<file path="src/verilog/dcd_pkg.sv">
// Function
// - skip bit 0 clocks from the multiplier, 1 clocks directly from the supplied clock.
// - writing 1 to bias_shutdown (bit 7) powers the internal bias down; it resets to 0.
// - delay_line_shutdown resets to 1; at 1 the line is down and bypassed, else up.
// - the loop enable bit resets to 0 with the controller off; writing 1 turns it on.
// - the read-only lock indicator returns 1 when the loop has locked, else 0; resets to 0.
// - the lock indicator is refreshed only on a 0-to-1 edge of the readback strobe bit.
// - a 0-to-1 edge of the apply strobe loads current settings and both fine delays.
// - modulator_halver_bypass at 1 bypasses the divide-by-two stage, at 0 keeps it.
// - the bypass bit is kept per main path; writes reach the copies the page bits pick, reads the lowest picked one.
package dcd_pkg;
  // ****************************************
  // register indices, byte address = 4 x index
  // ****************************************
  localparam logic [9:0] IDX_PAGE = 10'h008;
  localparam logic [9:0] IDX_CLK_SRC = 10'h095;
  localparam logic [9:0] IDX_BIAS = 10'h09A;
  localparam logic [9:0] IDX_DL_PWR = 10'h0C0;
  localparam logic [9:0] IDX_LOOP_CFG = 10'h0C1;
  localparam logic [9:0] IDX_LOCK_STAT = 10'h0C3;
  localparam logic [9:0] IDX_LOCK_RFSH = 10'h0C7;
  localparam logic [9:0] IDX_FINE_A = 10'h0CC;
  localparam logic [9:0] IDX_FINE_B = 10'h0CD;
  localparam logic [9:0] IDX_APPLY = 10'h0DB;
  localparam logic [9:0] IDX_MOD_OVR = 10'h0FF;
  localparam logic [9:0] IDX_CORE_HOLD = 10'h100;
  // ****************************************
  // writable bit masks and reset values
  // ****************************************
  localparam logic [7:0] MSK_BIT0 = 8'h01;
  localparam logic [7:0] MSK_BIAS = 8'h80;
  localparam logic [7:0] MSK_DL_PWR = 8'h31;
  localparam logic [7:0] MSK_LOOP_CFG = 8'hF9;
  localparam logic [7:0] MSK_FINE = 8'h3F;
  localparam logic [7:0] MSK_PAGE = 8'h03;
  localparam int BIT_HALVER = 1;
  localparam int BIT_BIAS = 7;
  localparam int BIT_PWR_A = 4;
  localparam int BIT_PWR_B = 5;
  localparam int BIT_MODE = 5;
  localparam int LSB_TUNE = 6;
  localparam int LSB_DIR = 3;
  localparam logic [7:0] RST_ZERO = 8'h00;
  localparam logic [7:0] RST_DL_PWR = 8'h31;
  localparam logic [7:0] RST_LOOP_CFG = 8'h70;
  localparam logic [7:0] RST_PAGE = 8'h03;
  localparam logic [7:0] RST_CORE_HOLD = 8'h01;
endpackage : dcd_pkg

</file>
<file path="src/verilog/dcd_rise_detect.sv">
`timescale 1ns/1ns
module dcd_rise_detect
(
  input wire logic clock,
  input wire logic sys_rst,
  input wire logic level,
  output logic rise
);
  import dcd_pkg::*;
  logic last;
  // ****************************************
  // previous level of the strobe bit
  // ****************************************
  always_ff @(posedge clock)
  begin
    if (sys_rst)
      last <= 1'b0;
    else
      last <= level;
  end
  // only a 0-to-1 change counts, a steady 1 does nothing
  assign rise = level & ~last;
endmodule : dcd_rise_detect

</file>
<file path="src/verilog/dcd_paged_bit.sv">
`timescale 1ns/1ns
module dcd_paged_bit
#(
  parameter int NPATH = 2
)
(
  input wire logic clock,
  input wire logic sys_rst,
  input wire logic wr_en,
  input wire logic [NPATH-1:0] page,
  input wire logic wdata,
  output logic [NPATH-1:0] bits,
  output logic rdata
);
  import dcd_pkg::*;
  if (NPATH < 1)
  begin : g_bad_npath
    $error("NPATH must be at least 1");
  end
  logic [NPATH-1:0] first_sel;
  // ****************************************
  // per-path copies, a write lands in every selected copy
  // ****************************************
  always_ff @(posedge clock)
  begin
    if (sys_rst)
      bits <= '0;
    else if (wr_en)
      bits <= (bits & ~page) | ({NPATH{wdata}} & page);
  end
  // read returns the lowest selected copy; nothing selected reads 0
  assign first_sel = page & (~page + 1'b1);
  assign rdata = |(bits & first_sel);
endmodule : dcd_paged_bit

</file>
<file path="src/verilog/dcd_clock_ctrl.sv">
`timescale 1ns/1ns
module dcd_clock_ctrl
#(
  parameter int NPATH = 2
)
(
  input wire logic clock,
  input wire logic sys_rst,
  input wire logic psel,
  input wire logic penable,
  input wire logic pwrite,
  input wire logic [11:0] paddr,
  input wire logic [31:0] pwdata,
  output logic [31:0] prdata,
  output logic pready,
  output logic pslverr,
  input wire logic loop_locked_pin,
  output logic skip_multiplier,
  output logic bias_shutdown,
  output logic delay_line_shutdown,
  output logic delay_line_power_a,
  output logic delay_line_power_b,
  output logic delay_loop_enable,
  output logic [1:0] converter_tuning_field,
  output logic lock_search_mode,
  output logic [1:0] lock_search_direction,
  output logic [5:0] fine_delay_a,
  output logic [5:0] fine_delay_b,
  output logic delay_load,
  output logic [NPATH-1:0] modulator_halver_bypass,
  output logic core_logic_hold
);
  import dcd_pkg::*;

  // ****************************************
  // elaboration checks
  // ****************************************
  if (NPATH < 1 || NPATH > 2)
  begin : g_bad_npath
    $error("NPATH must be 1 or 2");
  end

  // ****************************************
  // register storage
  // ****************************************
  logic [7:0] clk_src;
  logic [7:0] bias;
  logic [7:0] dl_pwr;
  logic [7:0] loop_cfg;
  logic [7:0] lock_stat;
  logic [7:0] lock_rfsh;
  logic [7:0] fine_a;
  logic [7:0] fine_b;
  logic [7:0] apply;
  logic [7:0] page;
  logic [7:0] core_hold;
  logic lock_meta;
  logic lock_sync;
  logic rfsh_rise;
  logic apply_rise;
  logic halver_rd;
  logic [7:0] next_rdata;
  logic next_err;
  logic [31:0] rdata_q;
  logic err_q;

  // ****************************************
  // bus decode
  // ****************************************
  wire [9:0] idx = paddr[11:2];
  wire setup = psel & ~penable;
  wire access = psel & penable;
  wire aligned = paddr[1:0] == 2'b00;
  wire hit_clk = aligned & (idx == IDX_CLK_SRC);
  wire hit_bias = aligned & (idx == IDX_BIAS);
  wire hit_dl = aligned & (idx == IDX_DL_PWR);
  wire hit_cfg = aligned & (idx == IDX_LOOP_CFG);
  wire hit_stat = aligned & (idx == IDX_LOCK_STAT);
  wire hit_rfsh = aligned & (idx == IDX_LOCK_RFSH);
  wire hit_fa = aligned & (idx == IDX_FINE_A);
  wire hit_fb = aligned & (idx == IDX_FINE_B);
  wire hit_app = aligned & (idx == IDX_APPLY);
  wire hit_mod = aligned & (idx == IDX_MOD_OVR);
  wire hit_page = aligned & (idx == IDX_PAGE);
  wire hit_hold = aligned & (idx == IDX_CORE_HOLD);
  wire mapped = hit_clk | hit_bias | hit_dl | hit_cfg | hit_stat | hit_rfsh
              | hit_fa | hit_fb | hit_app | hit_mod | hit_page | hit_hold;
  // writes commit only at the access edge; the status register is read-only
  wire wr = access & pwrite & mapped;
  wire [7:0] wd = pwdata[7:0];

  // merge helper: masked bits take the write, reserved stay zero
  function automatic logic [7:0] dcd_merge(input logic [7:0] data, input logic [7:0] mask);
    dcd_merge = data & mask;
  endfunction : dcd_merge

  // ****************************************
  // lock pin synchroniser, it arrives from the analog loop
  // ****************************************
  always_ff @(posedge clock)
  begin
    if (sys_rst)
    begin
      lock_meta <= 1'b0;
      lock_sync <= 1'b0;
    end
    else
    begin
      lock_meta <= loop_locked_pin;
      lock_sync <= lock_meta;
    end
  end

  // ****************************************
  // writable control registers
  // ****************************************
  always_ff @(posedge clock)
  begin
    if (sys_rst)
    begin
      clk_src <= RST_ZERO;
      bias <= RST_ZERO;
      dl_pwr <= RST_DL_PWR;
      loop_cfg <= RST_LOOP_CFG;
      lock_rfsh <= RST_ZERO;
      fine_a <= RST_ZERO;
      fine_b <= RST_ZERO;
      apply <= RST_ZERO;
      page <= RST_PAGE;
      core_hold <= RST_CORE_HOLD;
    end
    else if (wr)
    begin
      if (hit_clk)
        clk_src <= dcd_merge(wd, MSK_BIT0);
      if (hit_bias)
        bias <= dcd_merge(wd, MSK_BIAS);
      if (hit_dl)
        dl_pwr <= dcd_merge(wd, MSK_DL_PWR);
      if (hit_cfg)
        loop_cfg <= dcd_merge(wd, MSK_LOOP_CFG);
      if (hit_rfsh)
        lock_rfsh <= dcd_merge(wd, MSK_BIT0);
      if (hit_fa)
        fine_a <= dcd_merge(wd, MSK_FINE);
      if (hit_fb)
        fine_b <= dcd_merge(wd, MSK_FINE);
      if (hit_app)
        apply <= dcd_merge(wd, MSK_BIT0);
      if (hit_page)
        page <= dcd_merge(wd, MSK_PAGE);
      if (hit_hold)
        core_hold <= dcd_merge(wd, MSK_BIT0);
    end
  end

  // ****************************************
  // strobe edge detectors
  // ****************************************
  dcd_rise_detect u_rfsh_edge
  (
    .clock(clock),
    .sys_rst(sys_rst),
    .level(lock_rfsh[0]),
    .rise(rfsh_rise)
  );

  dcd_rise_detect u_apply_edge
  (
    .clock(clock),
    .sys_rst(sys_rst),
    .level(apply[0]),
    .rise(apply_rise)
  );

  // ****************************************
  // lock status, sampled only on the refresh edge
  // ****************************************
  always_ff @(posedge clock)
  begin
    if (sys_rst)
      lock_stat <= RST_ZERO;
    else if (rfsh_rise)
      lock_stat <= {7'h00, lock_sync};
  end

  // ****************************************
  // settings handed to the loop on the apply edge
  // ****************************************
  // the loop sees only applied values except delay_loop_enable, which is direct, so partial writes never glitch the rest
  always_ff @(posedge clock)
  begin
    if (sys_rst)
    begin
      fine_delay_a <= 6'h00;
      fine_delay_b <= 6'h00;
      converter_tuning_field <= RST_LOOP_CFG[LSB_TUNE +: 2];
      lock_search_mode <= RST_LOOP_CFG[BIT_MODE];
      lock_search_direction <= RST_LOOP_CFG[LSB_DIR +: 2];
      delay_load <= 1'b0;
    end
    else
    begin
      delay_load <= apply_rise;
      if (apply_rise)
      begin
        fine_delay_a <= fine_a[5:0];
        fine_delay_b <= fine_b[5:0];
        converter_tuning_field <= loop_cfg[LSB_TUNE +: 2];
        lock_search_mode <= loop_cfg[BIT_MODE];
        lock_search_direction <= loop_cfg[LSB_DIR +: 2];
      end
    end
  end

  // ****************************************
  // per-path modulator halver bypass
  // ****************************************
  dcd_paged_bit #(.NPATH(NPATH)) u_halver
  (
    .clock(clock),
    .sys_rst(sys_rst),
    .wr_en(wr & hit_mod),
    .page(page[NPATH-1:0]),
    .wdata(wd[BIT_HALVER]),
    .bits(modulator_halver_bypass),
    .rdata(halver_rd)
  );

  // ****************************************
  // static control outputs
  // ****************************************
  assign skip_multiplier = clk_src[0];
  assign bias_shutdown = bias[BIT_BIAS];
  assign delay_line_shutdown = dl_pwr[0];
  assign delay_line_power_a = dl_pwr[BIT_PWR_A];
  assign delay_line_power_b = dl_pwr[BIT_PWR_B];
  assign delay_loop_enable = loop_cfg[0];
  assign core_logic_hold = core_hold[0];

  // ****************************************
  // read mux
  // ****************************************
  always_comb
  begin
    next_rdata = 8'h00;
    next_err = ~mapped;
    case (1'b1)
      hit_clk: next_rdata = clk_src;
      hit_bias: next_rdata = bias;
      hit_dl: next_rdata = dl_pwr;
      hit_cfg: next_rdata = loop_cfg;
      hit_stat: next_rdata = lock_stat;
      hit_rfsh: next_rdata = lock_rfsh;
      hit_fa: next_rdata = fine_a;
      hit_fb: next_rdata = fine_b;
      hit_app: next_rdata = apply;
      hit_mod: next_rdata = {6'h00, halver_rd, 1'b0};
      hit_page: next_rdata = page;
      hit_hold: next_rdata = core_hold;
      default: next_rdata = 8'h00;
    endcase
  end

  // ****************************************
  // read data captured in setup, answered in access
  // ****************************************
  // one extra flop keeps prdata glitch free at the cost of no latency change
  always_ff @(posedge clock)
  begin
    if (sys_rst)
    begin
      rdata_q <= 32'h0000_0000;
      err_q <= 1'b0;
    end
    else if (setup)
    begin
      rdata_q <= {24'h00_0000, next_rdata};
      err_q <= next_err;
    end
  end

  assign prdata = rdata_q;
  assign pready = 1'b1;
  assign pslverr = access & err_q;
endmodule : dcd_clock_ctrl

</file>
<file path="config.mk">
export PLATFORM = sky130hd
export DESIGN_NAME = dcd_clock_ctrl
export DESIGN_NICKNAME = d
export VERILOG_FILES = /design/src/verilog/dcd_pkg.sv /design/src/verilog/dcd_rise_detect.sv /design/src/verilog/dcd_paged_bit.sv /design/src/verilog/dcd_clock_ctrl.sv
export SDC_FILE = /design/constraint.sdc
export NUM_CORES = 1
export LEC_CHECK = 0
export BUFFER_PORTS_ARGS = -buffer_cell sky130_fd_sc_hd__buf_2
export CAP_MARGIN = 20
export CORE_MARGIN = 2
export CORE_UTILIZATION = 53
export CTS_CLUSTER_DIAMETER = 80
export DETAILED_ROUTE_END_ITERATION = 8
export PLACE_DENSITY = 0.85
export SLEW_MARGIN = 20
export SYNTH_ARGS = -nofsm -noshare
export SYNTH_HDL_FRONTEND = slang
export SYNTH_SLANG_ARGS = --single-unit
</file>
<file path="constraint.sdc">
create_clock -name clock -period 3.41 [get_ports clock]
set_clock_uncertainty 0.05 [all_clocks]
set_input_delay 0.5115 -clock clock [delete_from_list [all_inputs] [get_ports clock]]
set_output_delay 0.5115 -clock clock [all_outputs]
set_load 0.01 [all_outputs]
</file>
# == Yosys cells after proc, flatten, opt, wreduce, memory -nomap -nowiden ==
# Cells that the tools add are included.
# Widths: inputs -> output; s select.
# totals
inputBits,50
wordCells,102
register_bits,62
out_inout_bits,61
# classes
reduce_logical,12
eq_ne,12
muxes,12
addsub,1
n_bitwise,41
# op_table
operator,n
$eq 10x8->1 const B,10
$mux 8,4
$mux 6,4
$and 1x1->1,20
$reduce_and 2->1,10
$or 1x1->1,11
$eq 10x4->1 const B,1
$eq 10x9->1 const B,1
$and 2x2->2,4
$mux 2,3
$not 1->1,4
$add 2x1->2 const B,1
$logic_not 2->1,1
$not 2->2,1
$or 2x2->2,1
$reduce_or 2->1,1
$mux 1,1

# == Logic depth before layout (Yosys ltp) ==
# Gate-level depths: netlist of run 1.
# depth
word_depth,15
depth_mapped,7
depth_no_buf,5

# == Hierarchy ==
# Synthesis of run 1 repeated with hierarchy kept, for this count alone.
# hier_totals
hier_cells,333
area_unflattened_um2,3052.9
# by_module_without_submodules
module,area_per_inst_um2,seq_area_each_um2,cells_each,instances
dcd_clock_ctrl,2857.7,1161.1,316,1
dcd_paged_bit,100.1,40.0,11,1
dcd_rise_detect,47.5,20.0,3,2

# == Worst setup path after synthesis of run 1 ==
# OpenSTA, ideal clock, no wires.
# synth_path
path_kind,input to register
from,input paddr[10]
to,register fine_a[0]
slack_ns,0.947
setup_ns,0.128
arrival_ns,2.286
n_path_buf,1
cell_stages,6
path_cell_list,or4_1 > buf_2 > or4_4 > nor3_4 > mux2i_1 > nor2_1
# synth_via
elab_chain_cells,15
elab_cells_between_ends,37
# synth_lines
item,line,rtl
start: declaration,dcd_clock_ctrl.sv:12,"input wire logic [11:0] paddr,"
$eq 10x8->1 (on tied branches),"dcd_clock_ctrl.sv:74, dcd_clock_ctrl.sv:75",
$and 1x1->1 (on tied branches),"dcd_clock_ctrl.sv:74, dcd_clock_ctrl.sv:75",
$or 1x1->1 (5 in a row),dcd_clock_ctrl.sv:86,wire mapped = hit_clk | hit_bias | hit_dl | hit_cfg | hit_stat | hit_rfsh
$or 1x1->1 (6 in a row),dcd_clock_ctrl.sv:87,| hit_fa | hit_fb | hit_app | hit_mod | hit_page | hit_hold;
$and 1x1->1,dcd_clock_ctrl.sv:89,wire wr = access & pwrite & mapped;
$reduce_and 2->1 (no source line) (*),-,
end signal: assignment,dcd_clock_ctrl.sv:145,"fine_a <= dcd_merge(wd, MSK_FINE);"
end: declaration,dcd_clock_ctrl.sv:52,logic [7:0] fine_a;
# Mark *: on every way between the ends. The rest lies on a longest branch, timed or not.
# A chain may end at the register's enable or synchronous reset.

# == Worst setup path in the final report of run 1 ==
# layout_path
from,input paddr[10]
to,register fine_a[3]
# Same word-level chain as after synthesis.

==> results of run 1 <==
power by group:
| part | leakage [nW] | total [mW] | internal [mW] | switching (mW) |
|---|---|---|---|---|
| Sequential | 0.501 | 0.728 | 0.727 | 0.00129 |
| Combinational | 0.850 | 0.0977 | 0.0271 | 0.0706 |
| Clock | 0.0952 | 0.634 | 0.351 | 0.283 |
| Total | 1.45 | 1.46 | 1.11 | 0.355 |
state kept, by name, summed over array words and instances (netlist names), 2 cells and up, named ones only:
signal and flops:
loop_cfg 6, prdata 8, fine_delay_b 6, lock_search_direction 2
dl_pwr 3, fine_b 6, fine_delay_a 6, page 2
fine_a 6, converter_tuning_field 2
cell type report:
class                           instances  area share, %
Sequential cell                        62           36.7
Tap cell                               72           2.66
Clock inverter                          4           1.41
Clock buffer                           11           4.18
Multi-Input combinational cell        266           45.0
Inverter                                1          0.111
Timing Repair Buffer                   65           9.92
per-stage QoR:
stage	instances	hold slack, ns	util, %	cell area (um^2)	power (mW)
2_1_floorplan	374	0.356	-	3030	0.823
3_5_place_dp	466	0.380	58.6	3190	0.840
3_3_place_gp	466	0.368	58.6	3190	0.839
5_1_grt	481	0.322	62.2	3380	1.51
4_1_cts	481	0.330	62.1	3380	1.47
6_report	481	0.332	62.2	3380	1.46
cell usage after synthesis (2+ instances only):
library cell,count
sky130_fd_sc_hd__and4_1,2
sky130_fd_sc_hd__nand3_1,18
sky130_fd_sc_hd__nand4_1,6
sky130_fd_sc_hd__nand2b_1,2
sky130_fd_sc_hd__a21oi_1,24
sky130_fd_sc_hd__a22o_1,2
sky130_fd_sc_hd__dfxtp_1,62
sky130_fd_sc_hd__or3_1,2
sky130_fd_sc_hd__a21boi_0,2
sky130_fd_sc_hd__o21ai_0,6
sky130_fd_sc_hd__nor4_1,6
sky130_fd_sc_hd__nor2_1,26
sky130_fd_sc_hd__nor3_1,7
sky130_fd_sc_hd__and3_1,4
sky130_fd_sc_hd__mux2i_1,32
sky130_fd_sc_hd__nand2_1,61
sky130_fd_sc_hd__conb_1,2
sky130_fd_sc_hd__nand3b_1,2
sky130_fd_sc_hd__and2_1,3
sky130_fd_sc_hd__buf_4,25
sky130_fd_sc_hd__clkbuf_1,17
sky130_fd_sc_hd__buf_1,2
sky130_fd_sc_hd__a31oi_1,4
sky130_fd_sc_hd__a22oi_1,2
sky130_fd_sc_hd__nor4bb_1,2
sky130_fd_sc_hd__nor4b_1,2
sky130_fd_sc_hd__nor2b_1,9
layout by cell type, fill, tap and decap left out, drive strengths merged, types with 2 or more instances in the layout:
| master | n |
|---|---|
| a21oi | 24 |
| nand4 | 6 |
| nand3 | 18 |
| nor4 | 7 |
| clkinv | 3 |
| conb | 25 |
| nand3b | 2 |
| a22oi | 2 |
| nand2b | 2 |
| a31oi | 4 |
| buf | 65 |
| nand2 | 61 |
| nor2b | 9 |
| nor3 | 8 |
| mux2i | 32 |
| and2 | 3 |
| a22o | 2 |
| a21boi | 2 |
| nor4bb | 2 |
| and4 | 2 |
| nor4b | 2 |
| clkbuf | 11 |
| or4 | 2 |
| dfxtp | 62 |
| nor2 | 26 |
| and3 | 4 |
| o21ai | 6 |
| or3 | 2 |
logic make-up after synthesis:
| logic type | after synthesis |
|---|---|
| simple gates | 158 |
| flops | 62 |
| compound gates | 49 |
| buf+inv | 46 |
| mux | 33 |
| other cells | 2 |
| xor+xnor | 1 |
per-layer routing:
metal	routed length (um)	track usage (%)	part of all wire (%)	up-vias
li1	-	-	-	1289
met1	3430	33.5	46	1255
met2	3380	39.1	45	116
met3	556	7.36	7.5	10
met4	93	6.84	1.2	0
met5	0	0	0	-
critical path, cell delays in order:
cell,delay [ns]
sky130_fd_sc_hd__buf_2,0.13
sky130_fd_sc_hd__or4_1,0.72
sky130_fd_sc_hd__or4_4,0.65
sky130_fd_sc_hd__nor3_4,0.37
sky130_fd_sc_hd__mux2i_1,0.26
sky130_fd_sc_hd__nor2_1,0.06
how the worst min path moves through the flow:
stage / slack [ns] / startpoint / to / depth (start not counted)
final: 0.33 / pwdata[6] / loop_cfg[6] / 3
after global routing: 0.32 / pwdata[6] / loop_cfg[6] / 3
after CTS: 0.33 / pwdata[6] / loop_cfg[6] / 3
after detailed placement: 0.38 / u_apply_edge.last / delay_load / 1
after global placement: 0.37 / u_apply_edge.last / delay_load / 1
after floorplan: 0.36 / u_apply_edge.last / delay_load / 1
==> flow_summary.ini, run 1 <==
[final_layout]
num_antenna_cells = 0
multiInputGateArea_um2 = 1520
filler_cell_count = 497
syn_to_final_growth_pct = 14.9
total_number_of_nets_in_the_final_design = 455
drive_gt1_share_pct = 21.0
register_area_um2 = 1240

[global_routing]
grt_util_all_layers_pct = 25.0
grt_pass1_wl_mm = 12.0
grt_max_degree = 45
antenna_found_initial = 0
grt_pass1_vias = 2414
grt_remaining_overflow = 0

[sta]
final-hold-violation-count = 0
finalWorstPathRequiredPeriod_ns = 2.54
rsz_0062_raised_after_global_routing = no
setup_tns_ns = 0
timing.max_slew.rel_slack_pct = 55.9
timing_worst_slew_pin_value_ns = 0.661
timing.final.max_slew_violations = 0
fmaxAchievable_ghz = 0.393
setup_violations = 0
setup_slack_ns = 0.869
min_period_over_period_pct = 74.5

[power_and_ir_drop]
vdd.ir_drop.worst_mv = 0.322
leakage_power_total_nw = 1.45
power.density_cell_area_nw_per_um2 = 432

[clocking]
clk_path_buf_depth = 2
tritoncts.num_buffers = 9
setup_fix_bufs_post_cts = 0
clk_pin_slew_ns = 0.07
cts_hold_repair.buffers = 0
clk_latency_ns = 0.34
clock_sink_count = 62
cts.root.buffer_cell = sky130_fd_sc_hd__clkbuf_8
tritoncts = yes
cts.htree.levels = 3
cts_resized = 0

[worst_setup_path]
worst-setup-path-type = in2reg
r2r-end = lock_search_direction[0]
end_point_of_the_critical_path = fine_a[3]
rr_startpoint = apply[0]
timing.critical_path.to_type = flip-flop
crit_start = paddr[10]
data_required_critical_path_ns = 3.57
cp_max_fo = 8
cp_data_arrival_time_ns = 2.70
worst-r2r-setup-slack_ns = 1.97
crit_path_launch_type = input port
rr_worst_depth = 3

[synthesis]
synth.area.top_cells = sky130_fd_sc_hd__dfxtp_1, sky130_fd_sc_hd__mux2i_1, sky130_fd_sc_hd__nand2_1
synthAdderAreaFrac_pct = 0
syn_inst = 351
netlist-cell-type-count = 46
synthArstFlopShare_pct = 0
synth_compound_gate_area_share_pct = 10.2
largest_family_of_logic_cells_by_synthesized_area = simple AND/OR/NAND/NOR gates
yosys.area.top_type = sky130_fd_sc_hd__dfxtp_1
synth_area_per_cell_um2 = 8.38
seq_area_frac_synth_pct = 42.2
yosys.area.top_type_share_pct = 42.2
yosys.area_share.xor_xnor_pct = 0.298
syn_area_um2 = 2940
synth_simple_gate_area_share_pct = 26.7
synth_enable_flop_cells = 0
ys_seq_elements = 62
yosysWarningCount = 0
postSynth.topFlopCell = sky130_fd_sc_hd__dfxtp_1
mux_cell_area_share_after_synthesis_pct = 11.3

[die]
initial_core_util_pct = 54.1
die-height_um = 78.5
pin_count = 111
die-area_um2 = 6160
die_w_um = 78.5
coreArea_um2 = 5440
placementRows = 27

[placement]
buffers_on_ports = 61
gpl.final_weighted_congestion = 0.912
place.detailed.hpwl_mm = 5.21
pre_cts_slack_ns = 0.567

[routing]
routed_via_density = 5.55
route.final.wire_length_mm = 7.46
drt-wirelength-per-cell_um = 15.5
dr.pass1.iters = 5
drcViolationCount = 0
drtAntennaViolNets = 0
via_count = 2670
detail_route.iter0.violations = 226

[job]
drv.max_cap_violation_count = 0

[min_path]
holdCritPathClass = in2reg

[outcome]
run_status = finished, final reports clean
No activity file was read; power rests on OpenSTA's default activity.
==> inputs of run 2 (changes only) <==
--- a/config.mk
+++ b/config.mk
@@ -8,10 +8,10 @@
 export BUFFER_PORTS_ARGS = -buffer_cell sky130_fd_sc_hd__buf_2
 export CAP_MARGIN = 20
 export CORE_MARGIN = 2
-export CORE_UTILIZATION = 53
+export CORE_UTILIZATION = 49
 export CTS_CLUSTER_DIAMETER = 80
 export DETAILED_ROUTE_END_ITERATION = 8
-export PLACE_DENSITY = 0.85
+export PLACE_DENSITY = 0.8
 export SLEW_MARGIN = 20
 export SYNTH_ARGS = -nofsm -noshare
 export SYNTH_HDL_FRONTEND = slang
==> constraint.sdc (replaced) <==
create_clock -name clock -period 2.65 [get_ports clock]
set_clock_uncertainty 0.05 [all_clocks]
set_input_delay 0.3975 -clock clock [delete_from_list [all_inputs] [get_ports clock]]
set_output_delay 0.3975 -clock clock [all_outputs]
set_load 0.01 [all_outputs]
==> flow_summary.ini, run 2 (synthesized netlist as in run 1, its figures left out) <==
[outcome]
run_status = finished, final reports clean

[routing]
detail_route.iter0.violations = 247
dr.pass1.iters = 4
route.final.wire_length_mm = 7.53
routed_via_density = 5.45
drtAntennaViolNets = 0
drcViolationCount = 0
via_count = 2710
drt-wirelength-per-cell_um = 15.1

[global_routing]
grt_remaining_overflow = 0
grt_pass1_wl_mm = 11.8
grt_max_degree = 28
grt_util_all_layers_pct = 23.7
grt_pass1_vias = 2523
antenna_found_initial = 0

[min_path]
hp-start = pwdata[6]
holdCritPathClass = in2reg
whs_path_depth = 3
timing.hold.worst_endpoint = loop_cfg[6]

[die]
pin_count = 111
initial_core_util_pct = 50.3
placementRows = 28
coreArea_um2 = 5850
die_w_um = 81.5
die-height_um = 81.5
die-area_um2 = 6640

[placement]
buffers_on_ports = 61
place.detailed.hpwl_mm = 5.54
gpl.final_weighted_congestion = 0.857
place.detailed.instances = 481

[clocking]
cts_hold_repair.buffers = 0
clock_sink_count = 62
clk_latency_ns = 0.34
setup_fix_bufs_post_cts = 0
clk_pin_slew_ns = 0.07
tritoncts = yes
clk_path_buf_depth = 2
cts_resized = 0
tritoncts.num_buffers = 9
cts.htree.levels = 3
cts.root.buffer_cell = sky130_fd_sc_hd__clkbuf_8

[final_layout]
largest_reg_flops = 8
num_antenna_cells = 0
syn_to_final_growth_pct = 18.4
post_route_insts_no_fill = 497
drive_gt1_share_pct = 23.2
total_number_of_nets_in_the_final_design = 467
filler_cell_count = 544
mostFrequentLayoutCell = sky130_fd_sc_hd__dfxtp_1
layout.cells.most_common_list = sky130_fd_sc_hd__dfxtp_1, sky130_fd_sc_hd__nand2_1, sky130_fd_sc_hd__buf_2, sky130_fd_sc_hd__mux2i_1, sky130_fd_sc_hd__nor2_1

[worst_setup_path]
rr_worst_depth = 3
max_stage_delay_ns = 0.54
worst-r2r-setup-slack_ns = 1.37
timing.critical_path.to_type = flip-flop
data_required_critical_path_ns = 2.83
critPathSlowestCell = sky130_fd_sc_hd__or4_1
cp_max_fo = 7
rr_startpoint = u_apply_edge.last
crit_start = paddr[10]
worst-setup-path-type = in2reg
cp_data_arrival_time_ns = 2.28
r2r-end = fine_delay_b[3]
series_of_cell_instances_along_the_critical_path = buf_2 -> or4_1 -> buf_4 -> nor4_1 -> o21ai_0 -> and3_1 -> a32o_1
crit_path_launch_type = input port

[sta]
timing_worst_slew_pin_value_ns = 0.639
setup_tns_ns = 0
rsz_0062_raised_after_global_routing = no
finalWorstPathRequiredPeriod_ns = 2.10
min_period_over_period_pct = 79.1
final-hold-violation-count = 0
setup_violations = 0
timing.final.max_slew_violations = 0
timing.max_slew.rel_slack_pct = 57.4
fmaxAchievable_ghz = 0.477

[power_and_ir_drop]
leakage_power_total_nw = 1.51
power.density_cell_area_nw_per_um2 = 548
vdd.ir_drop.worst_mv = 0.513

[job]
drv.max_cap_violation_count = 0
## run 2: how the worst max path moves through the flow
stage,cells past startpoint,end
5_1_grt,7,prdata[2]
2_1_floorplan,6,fine_a[0]
4_1_cts,7,fine_a[0]
3_3_place_gp,7,prdata[2]
6_report,7,prdata[2]
3_5_place_dp,7,fine_a[0]
## run 2: layout make-up
class / instances / area, um^2 / area share, %
Multi-Input combinational cell: 266 / 1520 / 43.6
Sequential cell: 62 / 1240 / 35.6
Timing Repair Buffer: 77 / 425 / 12.2
Clock buffer: 11 / 141 / 4.06
Tap cell: 75 / 93.8 / 2.69
Clock inverter: 5 / 58.8 / 1.69
Inverter: 1 / 3.75 / 0.108
## run 2: power breakdown
group / internal [mW] / switching [mW]
sequential: 0.935 / 0.00229
clock: 0.460 / 0.383
combinational: 0.0378 / 0.0897
## run 2: metrics by stage
stage	setup slack [ns]	hold WS (ns)	util (%)	power (mW)	cell area, um^2
4_1_cts	0.544	0.211	59.5	1.92	3480
3_5_place_dp	0.200	0.381	56.1	1.08	3280
3_3_place_gp	0.186	0.382	56.1	1.08	3280
6_report	0.553	0.220	59.5	1.91	3480
5_1_grt	0.442	0.225	59.5	1.98	3480
2_1_floorplan	0.301	0.356	-	1.06	3030
## run 2: critical path, delay by kind of cell
| kind | cells | cell delay, ns |
|---|---|---|
| AOI/OAI and AO/OA | 2 | 0.45 |
| buffers and inverters | 2 | 0.31 |
| and+or+nand+nor | 3 | 1.11 |
## run 2: layer usage
layer	up-vias	part of all wire [%]	global-route usage (%)
met5	-	0	0
met4	0	1.6	10.5
met3	12	7.7	5.93
met2	103	47	38.9
met1	1288	44	29.3
li1	1307	-	-
==> inputs of run 3 (changes only) <==
--- a/config.mk
+++ b/config.mk
@@ -8,10 +8,10 @@
 export BUFFER_PORTS_ARGS = -buffer_cell sky130_fd_sc_hd__buf_2
 export CAP_MARGIN = 20
 export CORE_MARGIN = 2
-export CORE_UTILIZATION = 49
+export CORE_UTILIZATION = 44
 export CTS_CLUSTER_DIAMETER = 80
 export DETAILED_ROUTE_END_ITERATION = 8
-export PLACE_DENSITY = 0.8
+export PLACE_DENSITY = 0.76
 export SLEW_MARGIN = 20
 export SYNTH_ARGS = -nofsm -noshare
 export SYNTH_HDL_FRONTEND = slang
==> constraint.sdc (replaced) <==
create_clock -name clock -period 1.8 [get_ports clock]
set_clock_uncertainty 0.05 [all_clocks]
set_input_delay 0.27 -clock clock [delete_from_list [all_inputs] [get_ports clock]]
set_output_delay 0.27 -clock clock [all_outputs]
set_load 0.01 [all_outputs]
==> flow_summary.ini, run 3 (synthesized netlist as in run 1, its figures left out) <==
[clocking]
cts_hold_repair.buffers = 0
cts.root.buffer_cell = sky130_fd_sc_hd__clkbuf_8
clk_path_buf_depth = 2
tritoncts = yes
clk_pin_slew_ns = 0.07
cts.htree.levels = 3
setup_fix_bufs_post_cts = 0
tritoncts.num_buffers = 9
clock_sink_count = 62
clk_latency_ns = 0.35

[routing]
drcViolationCount = 8
via_count = 2807
drtAntennaViolNets = 0
dr.pass1.iters = 7
routed_via_density = 5.30
detail_route.iter0.violations = 161
route.final.wire_length_mm = 7.90
drt-wirelength-per-cell_um = 14.9

[die]
die_w_um = 85.8
pin_count = 111
die-height_um = 85.8
die-area_um2 = 7360
coreArea_um2 = 6420
placementRows = 29
initial_core_util_pct = 45.8

[sta]
final-hold-violation-count = 0
setup_tns_ns = 0
rsz_0062_raised_after_global_routing = yes
setup_violations = 0
fmaxAchievable_ghz = 0.558
min_period_over_period_pct = 99.6
timing.final.max_slew_violations = 0
finalWorstPathRequiredPeriod_ns = 1.79
timing_worst_slew_pin_value_ns = 0.618
timing.max_slew.rel_slack_pct = 58.8

[power_and_ir_drop]
vdd.ir_drop.worst_mv = 0.686
power.density_cell_area_nw_per_um2 = 782
leakage_power_total_nw = 1.68

[job]
drv.max_cap_violation_count = 0

[worst_setup_path]
cp_max_fo = 6
series_of_cell_instances_along_the_critical_path = buf_6 -> or4_4 -> or4_4 -> nor3_4 -> buf_12 -> mux2i_2 -> nor2_1
critPathSlowestCell = sky130_fd_sc_hd__or4_4
max_stage_delay_ns = 0.55
timing.critical_path.to_type = flip-flop
data_required_critical_path_ns = 1.98
crit_path_launch_type = input port
cp_data_arrival_time_ns = 1.97
worstPathBufferInverterCount = 2
critPathMostFrequentCell = sky130_fd_sc_hd__or4_4
kind_of_cell_adding_the_most_delay_to_the_critical_path = simple AND/OR/NAND/NOR gates
worst-setup-path-type = in2reg

[placement]
place.detailed.hpwl_mm = 5.99
place.detailed.instances = 514
buffers_on_ports = 61
gpl.final_weighted_congestion = 0.924
post_dp_cell_area_um2 = 3560

[outcome]
failed_checks = DRC
run_status = finished with violations

[final_layout]
drive_gt1_share_pct = 30.7
num_antenna_cells = 0
mostFrequentLayoutCell = sky130_fd_sc_hd__dfxtp_1
postLayoutCellArea_um2 = 3800
largest_reg_flops = 8
layout.cells.most_common_list = sky130_fd_sc_hd__dfxtp_1, sky130_fd_sc_hd__nand2_1, sky130_fd_sc_hd__buf_2, sky130_fd_sc_hd__buf_4, sky130_fd_sc_hd__mux2i_1
post-route-util_pct = 59.2
total_number_of_nets_in_the_final_design = 498
syn_to_final_growth_pct = 29.2
post_route_insts_no_fill = 530

[global_routing]
antenna_found_initial = 0
grt_pass1_vias = 2635
grt_max_degree = 27
grt_remaining_overflow = 0
grt_util_all_layers_pct = 22.5
grt_pass1_wl_mm = 12.9

[min_path]
holdCritPathClass = in2reg
[run 3: worst reg2reg max path, cell delays in order, from the launching register on]
cell                       delay [ns]
sky130_fd_sc_hd__dfxtp_1         0.45
sky130_fd_sc_hd__nand2b_1        0.39
sky130_fd_sc_hd__nand2_1         0.19
sky130_fd_sc_hd__nand3_1         0.08
[run 3: final cells by class]
cell class | count | area, um^2
flip-flops and latches | 62 | 1240
clock inverters | 7 | 95.1
clock buffers | 9 | 124
fillers | 596 | 2620
well taps | 77 | 96.3
inverters | 1 | 3.75
multi-input cells | 266 | 1560
repair buffers | 108 | 677
[run 3: report_power, final]
group	total, mW	internal, mW	switching [mW]
registers	1.38	1.38	0.00302
logic	0.231	0.0877	0.144
clock network	1.36	0.784	0.576
[run 3: final timing paths]
check | cells past startpoint | end | from | slack [ns]
max | 7 | fine_a[0] | paddr[10] | 0.007
min | 2 | lock_meta | loop_locked_pin | 0.09
max reg2reg | 3 | lock_search_mode | apply[0] | 0.53
min reg2reg | 1 | lock_sync | lock_meta | 0.39
[run 3: metrics by stage]
stage	power (mW)	hold WS, ns	setup WS, ns
after floorplan	1.56	0.345	-0.344
after global placement	1.64	0.366	-0.363
after detailed placement	1.64	0.374	-0.418
after CTS	2.99	0.0725	0.0303
after global routing	3.08	0.0874	-0.0274
final	2.97	0.0886	0.00741
[run 3: what timing repair did]
| action | 4_1_cts | 5_1_grt |
|---|---|---|
| cloned | 0 | 0 |
| setup endpoints to repair | 7 | 10 |
| resized for setup | 2 | 4 |
| pin swaps | 1 | 2 |
[run 3: per-layer routing]
layer	GRT usage, %	routed length [um]	vias to the layer above
met1	29.9	3600	1311
li1	-	-	1379
met3	6.16	532	13
met4	7.79	110	0
met2	35.3	3650	104
met5	0	0	-
